**config.mk**
```make
export PLATFORM = sky130hd
export DESIGN_NAME = bdp_backlight_pwm
export DESIGN_NICKNAME = d
export VERILOG_FILES = /design/src/rtl/bdp_sync3.v /design/src/rtl/bdp_backlight_pwm.v
export VERILOG_INCLUDE_DIRS = /design/src /design/src/rtl
export SDC_FILE = /design/constraint.sdc
export NUM_CORES = 1
export LEC_CHECK = 0
export BUFFER_PORTS_ARGS = -buffer_cell sky130_fd_sc_hd__buf_2
export CORE_MARGIN = 3
export CORE_UTILIZATION = 69
export DETAILED_ROUTE_END_ITERATION = 7
export PLACE_DENSITY = 0.87
export SYNTH_ARGS = -nofsm -noshare
export SYNTH_HDL_FRONTEND = slang
export SYNTH_SLANG_ARGS = --single-unit
```
**constraint.sdc**
```tcl
create_clock -name sys_clk -period 29.8 [get_ports sys_clk]
set_input_delay 4.47 -clock sys_clk [delete_from_list [all_inputs] [get_ports sys_clk]]
set_output_delay 4.47 -clock sys_clk [all_outputs]
set_load 0.02 [all_outputs]
```
**src/rtl/bdp_map.vh**
```
// command codes, field positions, reset values and timing counts of the backlight fade and pwm block
`ifndef BDP_MAP_VH
`define BDP_MAP_VH
`define BDP_CMD_FADE_MS     8'hcd
`define BDP_CMD_STEP_UI     8'hce
`define BDP_CMD_PWM_DIV     8'hcf
`define BDP_STILL_LSB       0
`define BDP_MOVING_LSB      4
`define BDP_UI_LSB          0
`define BDP_MINSTEP_LSB     4
`define BDP_RST_FADE_MS     8'h00
`define BDP_RST_STEP_UI     8'h00
`define BDP_RST_PWM_DIV     8'h00
`define BDP_PWM_STEPS       8'hfe
`define BDP_FADE_MS_MASK    8'h77
`define BDP_STEP_UI_MASK    8'hf7
`define BDP_MODE_MOVING     2'h0
`define BDP_MODE_STILL      2'h1
`define BDP_MODE_UI         2'h2
`endif

```
**src/rtl/bdp_sync3.v**
```verilog
// three-stage input synchroniser with agreement filter
`timescale 1ns/1ps
module bdp_sync3 (
    input  wire sys_clk,
    input  wire reset_n,
    input  wire asyncIn,
    output reg  syncOut
);
    reg s1Q;
    reg s2Q;
    reg s3Q;
    always @(posedge sys_clk or negedge reset_n) begin
        if (!reset_n) begin
            s1Q     <= 1'b0;
            s2Q     <= 1'b0;
            s3Q     <= 1'b0;
            syncOut <= 1'b0;
        end else begin
            s1Q <= asyncIn;
            s2Q <= s1Q;
            s3Q <= s2Q;
            if (s2Q == s3Q) begin
                syncOut <= s3Q;
            end
        end
    end
endmodule // bdp_sync3

```
**src/rtl/bdp_backlight_pwm.v**
```verilog
// backlight fade control and pwm generator behind the parallel command bus
`timescale 1ns/1ps
`include "bdp_map.vh"
// Behaviour
// command cd with select low, then one parameter with select high, sets both fade times.
// bits 2:0 of the cd parameter are the still fade time, bit 3 is zero.
// bits 6:4 of the cd parameter are the moving fade time, bit 7 is zero.
// fade codes 0 and 1 give 1 frame, then 2, 4, 8, 16, 32 and 64 frames.
// command ce takes bits 7:4 as the minimum step and bits 2:0 as the ui fade time.
// in ui mode each brightness change is spread over the ui fade frames.
// when the minimum step exceeds the target to current difference the brightness stays.
// command cf stores its whole parameter byte as the pwm divider.
// pwm frequency is the clock divided by divider plus one and then by 255.
// a pwm period is 255 prescaled counts, high while below the duty latched at period end.
// brightness steps toward the target once per frame and ends within the fade frames; the code latches the target first and ends one frame later.
module bdp_backlight_pwm (
    input  wire       sys_clk,
    input  wire       reset_n,
    input  wire       cmdParamSelect,
    input  wire       writeStrobe,
    input  wire [7:0] busData,
    input  wire [1:0] imageMode,
    input  wire [7:0] targetBright,
    input  wire       frameStart,
    output wire [7:0] currentBright,
    output wire       pwmOut
);
    // ============================================================
    // pin synchronisers
    wire       dcSync;
    wire       wrLow;
    wire       wrLowSync;
    wire [7:0] dataSync;
    bdp_sync3 uSyncDc (.sys_clk(sys_clk), .reset_n(reset_n), .asyncIn(cmdParamSelect),
                       .syncOut(dcSync));
    // the strobe idles high; syncing its inverse makes the reset level match the idle level
    assign wrLow = ~writeStrobe;
    bdp_sync3 uSyncWr (.sys_clk(sys_clk), .reset_n(reset_n), .asyncIn(wrLow),
                       .syncOut(wrLowSync));
    genvar gi;
    generate
        for (gi = 0; gi < 8; gi = gi + 1) begin : gData
            bdp_sync3 uSyncD (.sys_clk(sys_clk), .reset_n(reset_n), .asyncIn(busData[gi]),
                              .syncOut(dataSync[gi]));
        end
    endgenerate
    // ============================================================
    // command decode
    // a parameter with no command before it, or a second one, is dropped
    localparam [1:0] ST_CMD   = 2'h0;
    localparam [1:0] ST_PARAM = 2'h1;
    reg  [1:0] state_q;
    reg  [1:0] state_d;
    reg        wrLowPrev_q;
    reg  [7:0] lastCmd_q;
    reg  [7:0] lastCmd_d;
    reg  [7:0] fadeMs_q;
    reg  [7:0] fadeMs_d;
    reg  [7:0] stepUi_q;
    reg  [7:0] stepUi_d;
    reg  [7:0] pwmDiv_q;
    reg  [7:0] pwmDiv_d;
    // the strobe pin rises when its synced low phase ends
    wire       wrRise = wrLowPrev_q & ~wrLowSync;
    always @* begin
        state_d   = state_q;
        lastCmd_d = lastCmd_q;
        fadeMs_d  = fadeMs_q;
        stepUi_d  = stepUi_q;
        pwmDiv_d  = pwmDiv_q;
        if (wrRise && !dcSync) begin
            lastCmd_d = dataSync;
            state_d   = ST_PARAM;
        end else if (wrRise) begin
            case (state_q)
                ST_PARAM: begin
                    state_d = ST_CMD;
                    case (lastCmd_q)
                        `BDP_CMD_FADE_MS: fadeMs_d = dataSync & `BDP_FADE_MS_MASK;
                        `BDP_CMD_STEP_UI: stepUi_d = dataSync & `BDP_STEP_UI_MASK;
                        `BDP_CMD_PWM_DIV: pwmDiv_d = dataSync;
                        default:          state_d  = ST_CMD;
                    endcase
                end
                default: state_d = ST_CMD;
            endcase
        end
    end
    // the last command byte stays until the next command arrives
    always @(posedge sys_clk or negedge reset_n) begin
        if (!reset_n) begin
            state_q     <= ST_CMD;
            wrLowPrev_q <= 1'b0;
            lastCmd_q   <= 8'h00;
            fadeMs_q    <= `BDP_RST_FADE_MS;
            stepUi_q    <= `BDP_RST_STEP_UI;
            pwmDiv_q    <= `BDP_RST_PWM_DIV;
        end else begin
            state_q     <= state_d;
            wrLowPrev_q <= wrLowSync;
            lastCmd_q   <= lastCmd_d;
            fadeMs_q    <= fadeMs_d;
            stepUi_q    <= stepUi_d;
            pwmDiv_q    <= pwmDiv_d;
        end
    end
    // ============================================================
    // register fields
    wire [2:0] stillFadeTime  = fadeMs_q[`BDP_STILL_LSB+2:`BDP_STILL_LSB];
    wire [2:0] movingFadeTime = fadeMs_q[`BDP_MOVING_LSB+2:`BDP_MOVING_LSB];
    wire [2:0] uiFadeTime     = stepUi_q[`BDP_UI_LSB+2:`BDP_UI_LSB];
    wire [3:0] minBrightStep  = stepUi_q[`BDP_MINSTEP_LSB+3:`BDP_MINSTEP_LSB];
    // ============================================================
    // fade stepping
    reg  [2:0] fadeCode;
    reg  [6:0] fadeFrames;
    always @* begin
        case (imageMode)
            `BDP_MODE_STILL: fadeCode = stillFadeTime;
            `BDP_MODE_UI:    fadeCode = uiFadeTime;
            // mode 3 is not defined and falls back to moving
            default:         fadeCode = movingFadeTime;
        endcase
        case (fadeCode)
            3'h2:    fadeFrames = 7'h02;
            3'h3:    fadeFrames = 7'h04;
            3'h4:    fadeFrames = 7'h08;
            3'h5:    fadeFrames = 7'h10;
            3'h6:    fadeFrames = 7'h20;
            3'h7:    fadeFrames = 7'h40;
            default: fadeFrames = 7'h01;
        endcase
    end
    // fadeTarget_q is the target that the running fade heads for
    reg  [7:0] currentBright_q;
    reg  [7:0] currentBright_d;
    reg  [7:0] fadeTarget_q;
    reg  [7:0] fadeTarget_d;
    reg  [6:0] framesLeft_q;
    reg  [6:0] framesLeft_d;
    wire [7:0] diffNow  = (targetBright > currentBright_q) ? (targetBright - currentBright_q)
                                                           : (currentBright_q - targetBright);
    wire       blocked  = ({4'h0, minBrightStep} > diffNow);
    wire [7:0] span     = (fadeTarget_q > currentBright_q) ? (fadeTarget_q - currentBright_q)
                                                           : (currentBright_q - fadeTarget_q);
    // nine bits, since span plus frames left overflows eight before the division
    wire [8:0] stepSum  = {1'b0, span} + {2'b00, framesLeft_q} - 9'h001;
    wire [8:0] stepQuot = stepSum / {2'b00, framesLeft_q};
    wire [7:0] stepAmt  = (framesLeft_q <= 7'h01) ? span : stepQuot[7:0];
    always @* begin
        currentBright_d = currentBright_q;
        fadeTarget_d    = fadeTarget_q;
        framesLeft_d    = framesLeft_q;
        if (frameStart) begin
            if (targetBright != fadeTarget_q) begin
                // a blocked target freezes the brightness until the target moves again
                if (!blocked) begin
                    fadeTarget_d = targetBright;
                    framesLeft_d = fadeFrames;
                end
            end else if (framesLeft_q != 7'h00) begin
                framesLeft_d = framesLeft_q - 7'h01;
                if (fadeTarget_q > currentBright_q) begin
                    currentBright_d = currentBright_q + stepAmt;
                end else begin
                    currentBright_d = currentBright_q - stepAmt;
                end
            end
        end
    end
    always @(posedge sys_clk or negedge reset_n) begin
        if (!reset_n) begin
            currentBright_q <= 8'h00;
            fadeTarget_q    <= 8'h00;
            framesLeft_q    <= 7'h00;
        end else begin
            currentBright_q <= currentBright_d;
            fadeTarget_q    <= fadeTarget_d;
            framesLeft_q    <= framesLeft_d;
        end
    end
    // ============================================================
    // pwm generator
    reg  [7:0] preCnt_q;
    reg  [7:0] preCnt_d;
    reg  [7:0] phase_q;
    reg  [7:0] phase_d;
    reg  [7:0] duty_q;
    reg  [7:0] duty_d;
    reg        pwmOut_q;
    reg        pwmOut_d;
    // prescaler runs 0 to divider, so each phase lasts divider plus one clocks
    wire       tick = (preCnt_q == pwmDiv_q);
    always @* begin
        preCnt_d = tick ? 8'h00 : preCnt_q + 8'h01;
        phase_d  = phase_q;
        duty_d   = duty_q;
        if (tick) begin
            if (phase_q == `BDP_PWM_STEPS) begin
                // duty only moves at the period boundary so no pulse is cut short
                phase_d = 8'h00;
                duty_d  = currentBright_q;
            end else begin
                phase_d = phase_q + 8'h01;
            end
        end
        pwmOut_d = (phase_q < duty_q);
    end
    always @(posedge sys_clk or negedge reset_n) begin
        if (!reset_n) begin
            preCnt_q <= 8'h00;
            phase_q  <= 8'h00;
            duty_q   <= 8'h00;
            pwmOut_q <= 1'b0;
        end else begin
            preCnt_q <= preCnt_d;
            phase_q  <= phase_d;
            duty_q   <= duty_d;
            pwmOut_q <= pwmOut_d;
        end
    end
    // ============================================================
    // outputs
    assign currentBright = currentBright_q;
    assign pwmOut        = pwmOut_q;
endmodule // bdp_backlight_pwm

```
### Word level (Yosys, flattened, before mapping)

Cells that the tools add are included.

* bits in writable memories: 0
* bits in registers: 120
* output and inout port bits: 9
* ROM bits: 0
* memories kept: 0
* word-level logic and storage cells: 127
* input bits: 23
* bits in latches: 0

* shift operators: 0
* bitwise logic cells: 6
* magnitude comparators: 5
* muxes and demuxes: 13
* equality and inequality tests: 26
* divide/modulo/power cells: 1
* reduce and logical (&&, ||, !) cells: 12
* add/subtract/negate cells: 11
* $mul: 0

Operators by type and width (number)
* 8-bit 2-to-1 mux: 6
* 7-bit one-hot mux with 6 select lines: 1
* 8-bit subtractor: 5
* 8-bit == test (second input constant): 4
* 7-bit 2-to-1 mux: 3
* 8-bit by 1-bit adder with 8-bit output (second input constant): 2
* 8-bit greater-than comparator: 2
* 3-bit == test (second input constant): 4
* 4-bit AND reduction: 3
* 1-bit == test: 10
* 8-bit by 7-bit adder with 9-bit output: 1
* 9-bit by 7-bit divider with 9-bit output: 1
* 3-bit AND reduction: 3
* 9-bit by 1-bit subtractor with 9-bit output (second input constant): 1
* 8-bit adder: 1
* 8-bit == test: 1
* 4-bit by 8-bit greater-than comparator with 1-bit output: 1
* 8-bit < comparator: 1
* 8-bit inequality test: 1
* 7-bit by 1-bit <= comparator with 1-bit output (second input constant): 1
* 7-bit nonzero test: 1
* 7-bit by 1-bit subtractor with 7-bit output (second input constant): 1
* 3-bit by 2-bit == test with 1-bit output (second input constant): 2
* 3-bit one-hot mux with 2 select lines: 1
* 10 further kinds: 17

### Depth between registers and ports, before layout

Gate-level depths: netlist (run 1).

* depth in word-level cells: 8
* mapped depth: 97
* mapped depth without buffers: 93

### Cells and area by module

Synthesis (run 1) repeated with hierarchy kept, for this count alone.

* cell total of the unflattened synthesis: 983
* area total of the unflattened synthesis: 9168.8 µm²

By module, submodules not included
* bdp_backlight_pwm: area each 8055.2 µm², cells each 933, seq. area each 1976.9 µm², instances 1
* bdp_sync3: area each 111.4 µm², cells each 5, seq. area each 100.1 µm², instances 10

### Least setup slack after synthesis (run 1)

OpenSTA, ideal clock, no wires.

* kind: register to register
* from: register currentBright_q[1] (netlist: currentBright[1])
* to: register currentBright_q[7] (netlist: currentBright[7])
* required time: 29677 ps
* stages on the path, launching flop included: 93
* setup time: 123 ps
* buffers on the path: 4
* slack: 12754 ps
* arrival: 16923 ps
* clock period less this slack: 17046 ps
* cell sequence: dfrtp_1 inv_1 fa_1 nand3_1 a21oi_2 o21a_1 buf_6 mux2i_1 a21boi_0 nand2b_1 xnor2_1 ha_1 inv_1 ha_1 nand2_1 o21ai_0 nand2_1 xor2_1 [57 not listed] o21ai_0 a21oi_1 nor3_1 nand3_1 nand2_1 ha_1 a21oi_1 ha_1 a21o_1 a21o_1 a21o_1 a21o_1 a21o_1 a21oi_1 xnor2_1 xnor2_1 nor2_1 xnor2_1

* word-level cells in the longest chain between the ends: 8
* elaborated cells on any way between the ends: 11
* classes of those cells: add/sub (6); div (1); order compare (1); mux (3)

Ends and longest elaborated chain
* from (decl): line bdp_backlight_pwm.v:135 `reg [7:0] currentBright_q;`
* from (signal assigned): line bdp_backlight_pwm.v:177 `currentBright_q <= currentBright_d;`
* 8-bit subtractor (tied with other cells): line bdp_backlight_pwm.v:145 `: (currentBright_q - fadeTarget_q);`
* 8-bit 2-to-1 mux: line bdp_backlight_pwm.v:144 `wire [7:0] span = (fadeTarget_q > currentBright_q) ? (fadeTarget_q - currentBright_q)`
* 8-bit by 7-bit adder with 9-bit output: line bdp_backlight_pwm.v:147 `wire [8:0] stepSum = {1'b0, span} + {2'b00, framesLeft_q} - 9'h001;`
* 9-bit by 1-bit subtractor with 9-bit output: line bdp_backlight_pwm.v:147
* 9-bit by 7-bit divider with 9-bit output: line bdp_backlight_pwm.v:148 `wire [8:0] stepQuot = stepSum / {2'b00, framesLeft_q};`
* 8-bit 2-to-1 mux: line bdp_backlight_pwm.v:149 `wire [7:0] stepAmt = (framesLeft_q <= 7'h01) ? span : stepQuot[7:0];`
* 8-bit subtractor or 8-bit adder (tied branches): line bdp_backlight_pwm.v:166, bdp_backlight_pwm.v:164
* 8-bit 2-to-1 mux *: line bdp_backlight_pwm.v:163 `if (fadeTarget_q > currentBright_q) begin`

Every way passes the cells marked *; elsewhere a longest branch is shown, timed or not.
A chain may end at the register's enable or synchronous reset.

### Worst setup path after layout (run 1)

* from: register currentBright_q[5] (netlist: currentBright[5])
* to: register currentBright_q[7] (netlist: currentBright[7])

Same word-level chain as after synthesis.

==> results by group, run 1 <==
Run status
  – Status: completed

Flow run
  – Max Cap Violations: 0

Logic synthesis
  – Yosys top cell by area: dfrtp_1
  – Post-synth EDFFs: 0
  – Seq cells post-synth: 119
  – Top post-synthesis cells by area: dfrtp_1 (33%), ha_1 (16%), mux2_2 (4.6%), o21ai_0 (3.4%), xnor2_1 (3.4%)
  – Synth cell count leaders: dfrtp_1 (119), ha_1 (114), inv_1 (75), nand2_1 (73), nor2_1 (67)
  – Mapped Area: 0.009145 mm²
  – Sequential element share of the synthesized area: 0.3256
  – Post-Syn Nets: 1115
  – Distinct cells, synth: 72
  – Yosys top cell area share: 0.3256
  – Post-synth top flop: dfrtp_1
  – Leading cell type by number of instances after synthesis: dfrtp_1
  – Ys async rst share: 1.000
  – Syn Area/Cell: 9.408 µm²
  – Cell count after synthesis: 972
  – Yosys warning count: 0

Global route
  – Largest net degree at the start of global routing: 70
  – Antenna violations before repair: 0
  – Total grt overflow: 0
  – GRT Total Usage: 0.3126
  – Vias in the first global route: 7572
  – First-pass GRT wire length: 36.45 mm

STA
  – Clock skew: 7.517 ps
  – Slew of the pin with the lowest slew margin: 940.3 ps
  – Fmax achieved: 50.29 MHz
  – Slew HR: 0.3731
  – RSZ-0062 raised after global routing: false
  – Setup TNS: 0 ps
  – Final hold vios: 0
  – Fin crit share: 0.6672
  – Endpoints failing setup: 0
  – Fin crit period: 19880 ps
  – Max Slew Vio Count: 0

Finish
  – Ant diodes: 0
  – Layout cells sized above 1: 0.1265
  – Area grow syn2layout: 9.536%
  – Nets: 1150

Clocking
  – Post-CTS sizing: 0
  – Cts hold-fix bufs: 0
  – Htree depth: 4
  – TritonCTS Buffers: 17
  – Clk_lat worst skew: 420 ps
  – Setup Buffers After CTS: 0
  – Clk buf depth: 2
  – Clock-pin transition on the worst setup and hold timing paths: 60 ps
  – Clock sinks: 119
  – Root Driver: clkbuf_16
  – CTS tree: yes

Detailed routing
  – Post-DR vias/cell: 6.300
  – Routed len/inst: 18.29 µm
  – Residual DRC: 0
  – DR pass1 iterations: 6
  – Initial DRC count: 664
  – Antenna-violating nets left: 0
  – Routed WL: 21.80 mm
  – Total number of vias: 7510

Setup path
  – Worst Path Required: 30100 ps
  – Worst setup SP type: flip-flop
  – Worst R2R Path Depth: 86
  – Setup crit end kind: flip-flop
  – Crit Path Class: flip-flop to flip-flop
  – Critical Path AT: 20180 ps
  – Crit-path slowest cell: a21oi_1
  – Max incr delay on CP: 740 ps
  – CP max FO: 13

Floorplanning
  – Initial core utilization: 0.7159
  – Row count: 41
  – Num ports: 32
  – DIE WIDTH: 121.1 µm
  – Die H: 121.1 µm
  – Core Region: 0.01277 mm²
  – Area of the die: 0.01467 mm²

Hold path
  – Hold Crit Class: flip-flop to flip-flop
  – Hold Path Depth: 0

Placed design
  – GPL Wtd Cong: 0.9285
  – Port bufs: 31
  – DP Wirelength: 15.86 mm
[metal layers]
| layer | GRT usage | vias up | part of all wire | wire length, µm |
|---|---|---|---|---|
| met2 | 0.5290 | 320 | 0.48 | 10490 |
| met3 | 0.07086 | 64 | 0.075 | 1645 |
| met1 | 0.3951 | 3553 | 0.42 | 9086 |
| li1 | - | 3573 | - | - |
| met5 | 0 | - | 0 | 0 |
| met4 | 0.1084 | 0 | 0.026 | 573 |
[sequential cells by signal (all words and copies together) (netlist names), 7 cells and up]
| name | count |
|---|---|
| currentBright | 8 |
| fadeTarget_q | 8 |
| stepUi_q | 7 |
| preCnt_q | 8 |
| gData.uSyncD.s1Q | 8 |
| framesLeft_q | 7 |
| gData.uSyncD.s3Q | 8 |
| gData.uSyncD.s2Q | 8 |
| lastCmd_q | 8 |
| duty_q | 8 |
| pwmDiv_q | 8 |
| gData.uSyncD.syncOut | 8 |
| phase_q | 8 |
[final timing paths]
check / startpoint / end / slack [ps]
worst max-delay path: currentBright[5] / currentBright[7] / 9920
worst min-delay path: gData[6].uSyncD.s1Q / gData[6].uSyncD.s2Q / 350
worst max register to register: currentBright[5] / currentBright[7] / 9920
worst min register to register: gData[6].uSyncD.s1Q / gData[6].uSyncD.s2Q / 350
max in group asynchronous: reset_n / gData[6].uSyncD.s1Q / 24460
min in group asynchronous: reset_n / phase_q[2] / 4070
[worst max-delay path, delay by kind of cell, from the launching register on]
kind	cells	cell delay, ps
flops	1	520
simple gates	15	2450
mux	1	420
xor+xnor	5	750
compound gates	49	10910
fa+ha+maj	14	4470
buf+inv	2	190
[final cells by class]
class                           count  area (µm²)
Clock inverter                     15       152.6
Tap cell                          172       215.2
Fill cell                         807        2756
Timing Repair Buffer               34       180.2
Sequential cell                   119        2978
Clock buffer                       17       425.4
Inverter                           75       281.5
Multi-Input combinational cell    760        5784
[layout by cell type, fill, tap and decap left out, drive strengths merged, types with 17 or more instances in the layout]
master,Yosys,layout
o21ai,71,71
xnor2,36,36
clkbuf,10,17
mux2,37,37
o21a,21,21
a21o,34,34
xor2,31,31
dfrtp,119,119
ha,114,114
nand2,74,74
nor3,26,26
buf,8,34
nor2,67,67
inv,75,84
a21oi,61,61
mux2i,20,20
nand3,18,18
[cell families (layout without fill, tap and decap cells)]
kind of cell,after synthesis,count (layout),synth area share
buffers and inverters,93,141,0.04187
AOI/OAI and AO/OA,251,251,0.1810
DFF,119,119,0.3256
adders and majority gates,130,130,0.1801
xor gates and xnor gates,67,67,0.06417
and+or+nand+nor,255,255,0.1398
muxes,57,57,0.06745
[through the flow]
stage          instance area, µm²  worst slack (ps)    util  cells  hold slack [ps]
2_1_floorplan                9145             12750       -    972            331.2
3_3_place_gp                 9439             11240  0.7390   1160            331.8
3_5_place_dp                 9439             10460  0.7390   1160            337.1
4_1_cts                     10020             10360  0.7842   1192            352.7
5_1_grt                     10020              8177  0.7842   1192            357.8
6_report                    10020              9916  0.7842   1192            348.9
Power of run 1 is not shown: default switching activity piles up to over one toggle a cycle in this logic, so the estimate is an artifact.
==> inputs of run 2 (changes only) <==
--- a/config.mk
+++ b/config.mk
@@ -8,9 +8,9 @@
 export LEC_CHECK = 0
 export BUFFER_PORTS_ARGS = -buffer_cell sky130_fd_sc_hd__buf_2
 export CORE_MARGIN = 3
-export CORE_UTILIZATION = 69
+export CORE_UTILIZATION = 58
 export DETAILED_ROUTE_END_ITERATION = 7
-export PLACE_DENSITY = 0.87
+export PLACE_DENSITY = 0.78
 export SYNTH_ARGS = -nofsm -noshare
 export SYNTH_HDL_FRONTEND = slang
 export SYNTH_SLANG_ARGS = --single-unit
==> constraint.sdc (replaced) <==
create_clock -name sys_clk -period 16.05 [get_ports sys_clk]
set_input_delay 2.4075 -clock sys_clk [delete_from_list [all_inputs] [get_ports sys_clk]]
set_output_delay 2.4075 -clock sys_clk [all_outputs]
set_load 0.02 [all_outputs]
==> run 2 against run 1 <==
Against the previous run:
- the run now ends with negative setup slack left
- critical path depth increased by 4
- clock skew up 9.5 ps
- routed wire length up 13%
- highest routed layer unchanged
- largest cell class unchanged
- sequential share of layout area is 4.3 points lower
- non-clock buffer count rose by 104
- count of clock-buffer cells in the layout increased by 1
- fmax up 24%
- die area is 18% higher
- setup slack worse by 9900 ps
- global-route usage shrank 4.9 points
==> results by group, run 2 (same netlist as run 1, synthesis figures left out) <==
Setup path
  – Critical Path AT: 16370 ps (-3810 ps)
  – WP buf/inv: 6 (+4)
  – Startpoint of the worst register-to-register path: fadeTarget_q[0]
  – Setup crit end kind: flip-flop
  – Max incr delay on CP: 470 ps (-270 ps)
  – Crit Path Class: flip-flop to flip-flop
  – Crit-path slowest cell: a2111oi_4
  – CP max FO: 5 (-8)
  – CP top delay family: compound AO/OA/AOI/OAI gates
  – Worst R2R Path Depth: 90 (+4.7%)
  – Worst setup SP type: flip-flop
  – R2R Setup Slk: -30 ps (-9940 ps)
  – CP dominant cell by count: ha_4
  – Worst reg2reg path endpoint: currentBright[7]
  – Worst Path Required: 16340 ps (-13760 ps)

Finish
  – Most common cell after layout, fill and taps aside: dfrtp_1
  – Ant diodes: 0 (unchanged)
  – Commonest non-fill, non-tap cells in the layout: dfrtp_1 (113), buf_4 (102), ha_1 (89)
  – Nets: 1254 (+9.0%)
  – Area grow syn2layout: 28.51%
  – Post-route insts no fill: 1335 (+12%)
  – Layout cells sized above 1: 0.3043 (+0.1778)
  – # fillers: 1002 (+24%)

Detailed routing
  – Initial DRC count: 591 (-11%)
  – Post-DR vias/cell: 6.026 (-4.4%)
  – DR pass1 iterations: 5 (-1)
  – Total number of vias: 8045 (+7.1%)
  – Routed len/inst: 18.38 µm (+0.53%)
  – Routed WL: 24.54 mm (+13%)
  – Residual DRC: 0 (unchanged)
  – Antenna-violating nets left: 0 (unchanged)

Global route
  – Vias in the first global route: 7707 (+1.8%)
  – Largest net degree at the start of global routing: 87 (+24%)
  – Antenna violations before repair: 0 (unchanged)
  – First-pass GRT wire length: 37.54 mm (+3.0%)
  – Total grt overflow: 0 (unchanged)
  – GRT Total Usage: 0.2632 (-0.04940)

Placed design
  – Dpl cells: 1265 (+9.1%)
  – Port bufs: 31 (unchanged)
  – DP Wirelength: 16.55 mm (+4.3%)
  – GPL Wtd Cong: 0.9658 (+4.0%)

STA
  – Endpoints failing setup: 1 (+1)
  – Clock skew: 17.01 ps (+9.489 ps)
  – Max Slew Vio Count: 0 (unchanged)
  – Slew HR: 0.3222 (-0.05090)
  – RSZ-0062 raised after global routing: true
  – Fin crit share: 1.002 (+0.3345)
  – Slew of the pin with the lowest slew margin: 1017 ps (+76.34 ps)
  – Final setup margin: -27.44 ps (-9944 ps)
  – Final hold vios: 0 (unchanged)
  – Fmax achieved: 62.20 MHz (+24%)
  – Fin crit period: 16080 ps (-3806 ps)

Floorplanning
  – Initial core utilization: 0.5971 (-0.1188)
  – DIE WIDTH: 131.6 µm (+8.6%)
  – Area of the die: 0.01731 mm² (+18%)
  – Row count: 45 (+9.8%)
  – Core Region: 0.01531 mm² (+20%)
  – Num ports: 32 (unchanged)
  – Die H: 131.6 µm (+8.6%)

Clocking
  – Clock sinks: 119 (unchanged)
  – Htree depth: 4 (unchanged)
  – CTS tree: yes
  – TritonCTS Buffers: 17 (unchanged)
  – Cts hold-fix bufs: 0 (unchanged)
  – Root Driver: clkbuf_16
  – Clk_lat worst skew: 420 ps (about the same)
  – Clock-pin transition on the worst setup and hold timing paths: 60 ps (about the same)
  – Clk buf depth: 2 (unchanged)

Hold path
  – Hold endpoint: gData[1].uSyncD.s2Q
  – Hold_sp: gData[1].uSyncD.s1Q
  – Hold Crit Class: flip-flop to flip-flop
  – Hold Path Depth: 0 (unchanged)

Run status
  – Status: finished, violations left
  – Violated checks: negative setup slack

Flow run
  – Max Cap Violations: 0 (unchanged)
## run 2: changes by cell type in the layout (fill, tap and decap cells not counted), sizes merged
| cell | change |
|---|---|
| inv | -6 |
| bufinv | +4 |
| clkinvlp | +1 |
| buf | +104 |
| clkbuf | +1 |
## run 2: area by class of cell
type / count / area (µm²) / share of cell area
timing repair buffer: 138 / 983.4 / 0.08368
tap: 211 / 264.0 / 0.02246
clock inverter: 14 / 220.2 / 0.01874
multi-input combinational: 760 / 6589 / 0.5606
inverter: 75 / 281.5 / 0.02395
clock buffer: 18 / 429.2 / 0.03652
sequential: 119 / 2985 / 0.2540
## run 2: worst reg2reg max path, delay by kind of cell (launching register included)
family / cells / cell delay [ps]
simple gates: 17 / 2370
buf+inv: 6 / 640
mux: 1 / 290
fa+ha+maj: 15 / 3830
flops: 1 / 390
compound gates: 46 / 7750
xor+xnor: 5 / 680
## run 2: per-stage QoR
stage	setup WS, ps	instance area (µm²)	utilization	TNS, ps	hold slack [ps]
2_1_floorplan	6.485	9298	-	0	331.2
3_3_place_gp	-114.5	10120	0.6611	-114.5	331.7
3_5_place_dp	-778.6	10120	0.6611	-1332	334.7
4_1_cts	23.90	10960	0.7159	0	346.9
5_1_grt	-849.7	11750	0.7674	-1824	348.6
6_report	-27.44	11750	0.7674	-27.44	344.6
## run 2: routing by layer
layer	global-route usage	share of wire
met3	0.04058	0.056
met5	0	0
met2	0.4390	0.49
met1	0.3572	0.42
met4	0.07526	0.034
## run 2: how the worst max path moves through the flow
stage / depth (start not counted) / start / to
floorplan: 93 / currentBright[5] / currentBright[7]
global placement: 83 / currentBright[5] / currentBright[7]
detailed placement: 83 / currentBright[5] / currentBright[7]
CTS: 93 / fadeTarget_q[0] / currentBright[7]
global route: 93 / fadeTarget_q[0] / currentBright[7]
finish: 90 / fadeTarget_q[0] / currentBright[7]
## run 2: what timing repair did
item	CTS	global route
setup buffers	8	30
pin swaps	17	77
resized for setup	29	105
endpoints found under the setup margin	4	7
Power of run 2 is left out for the same reason.
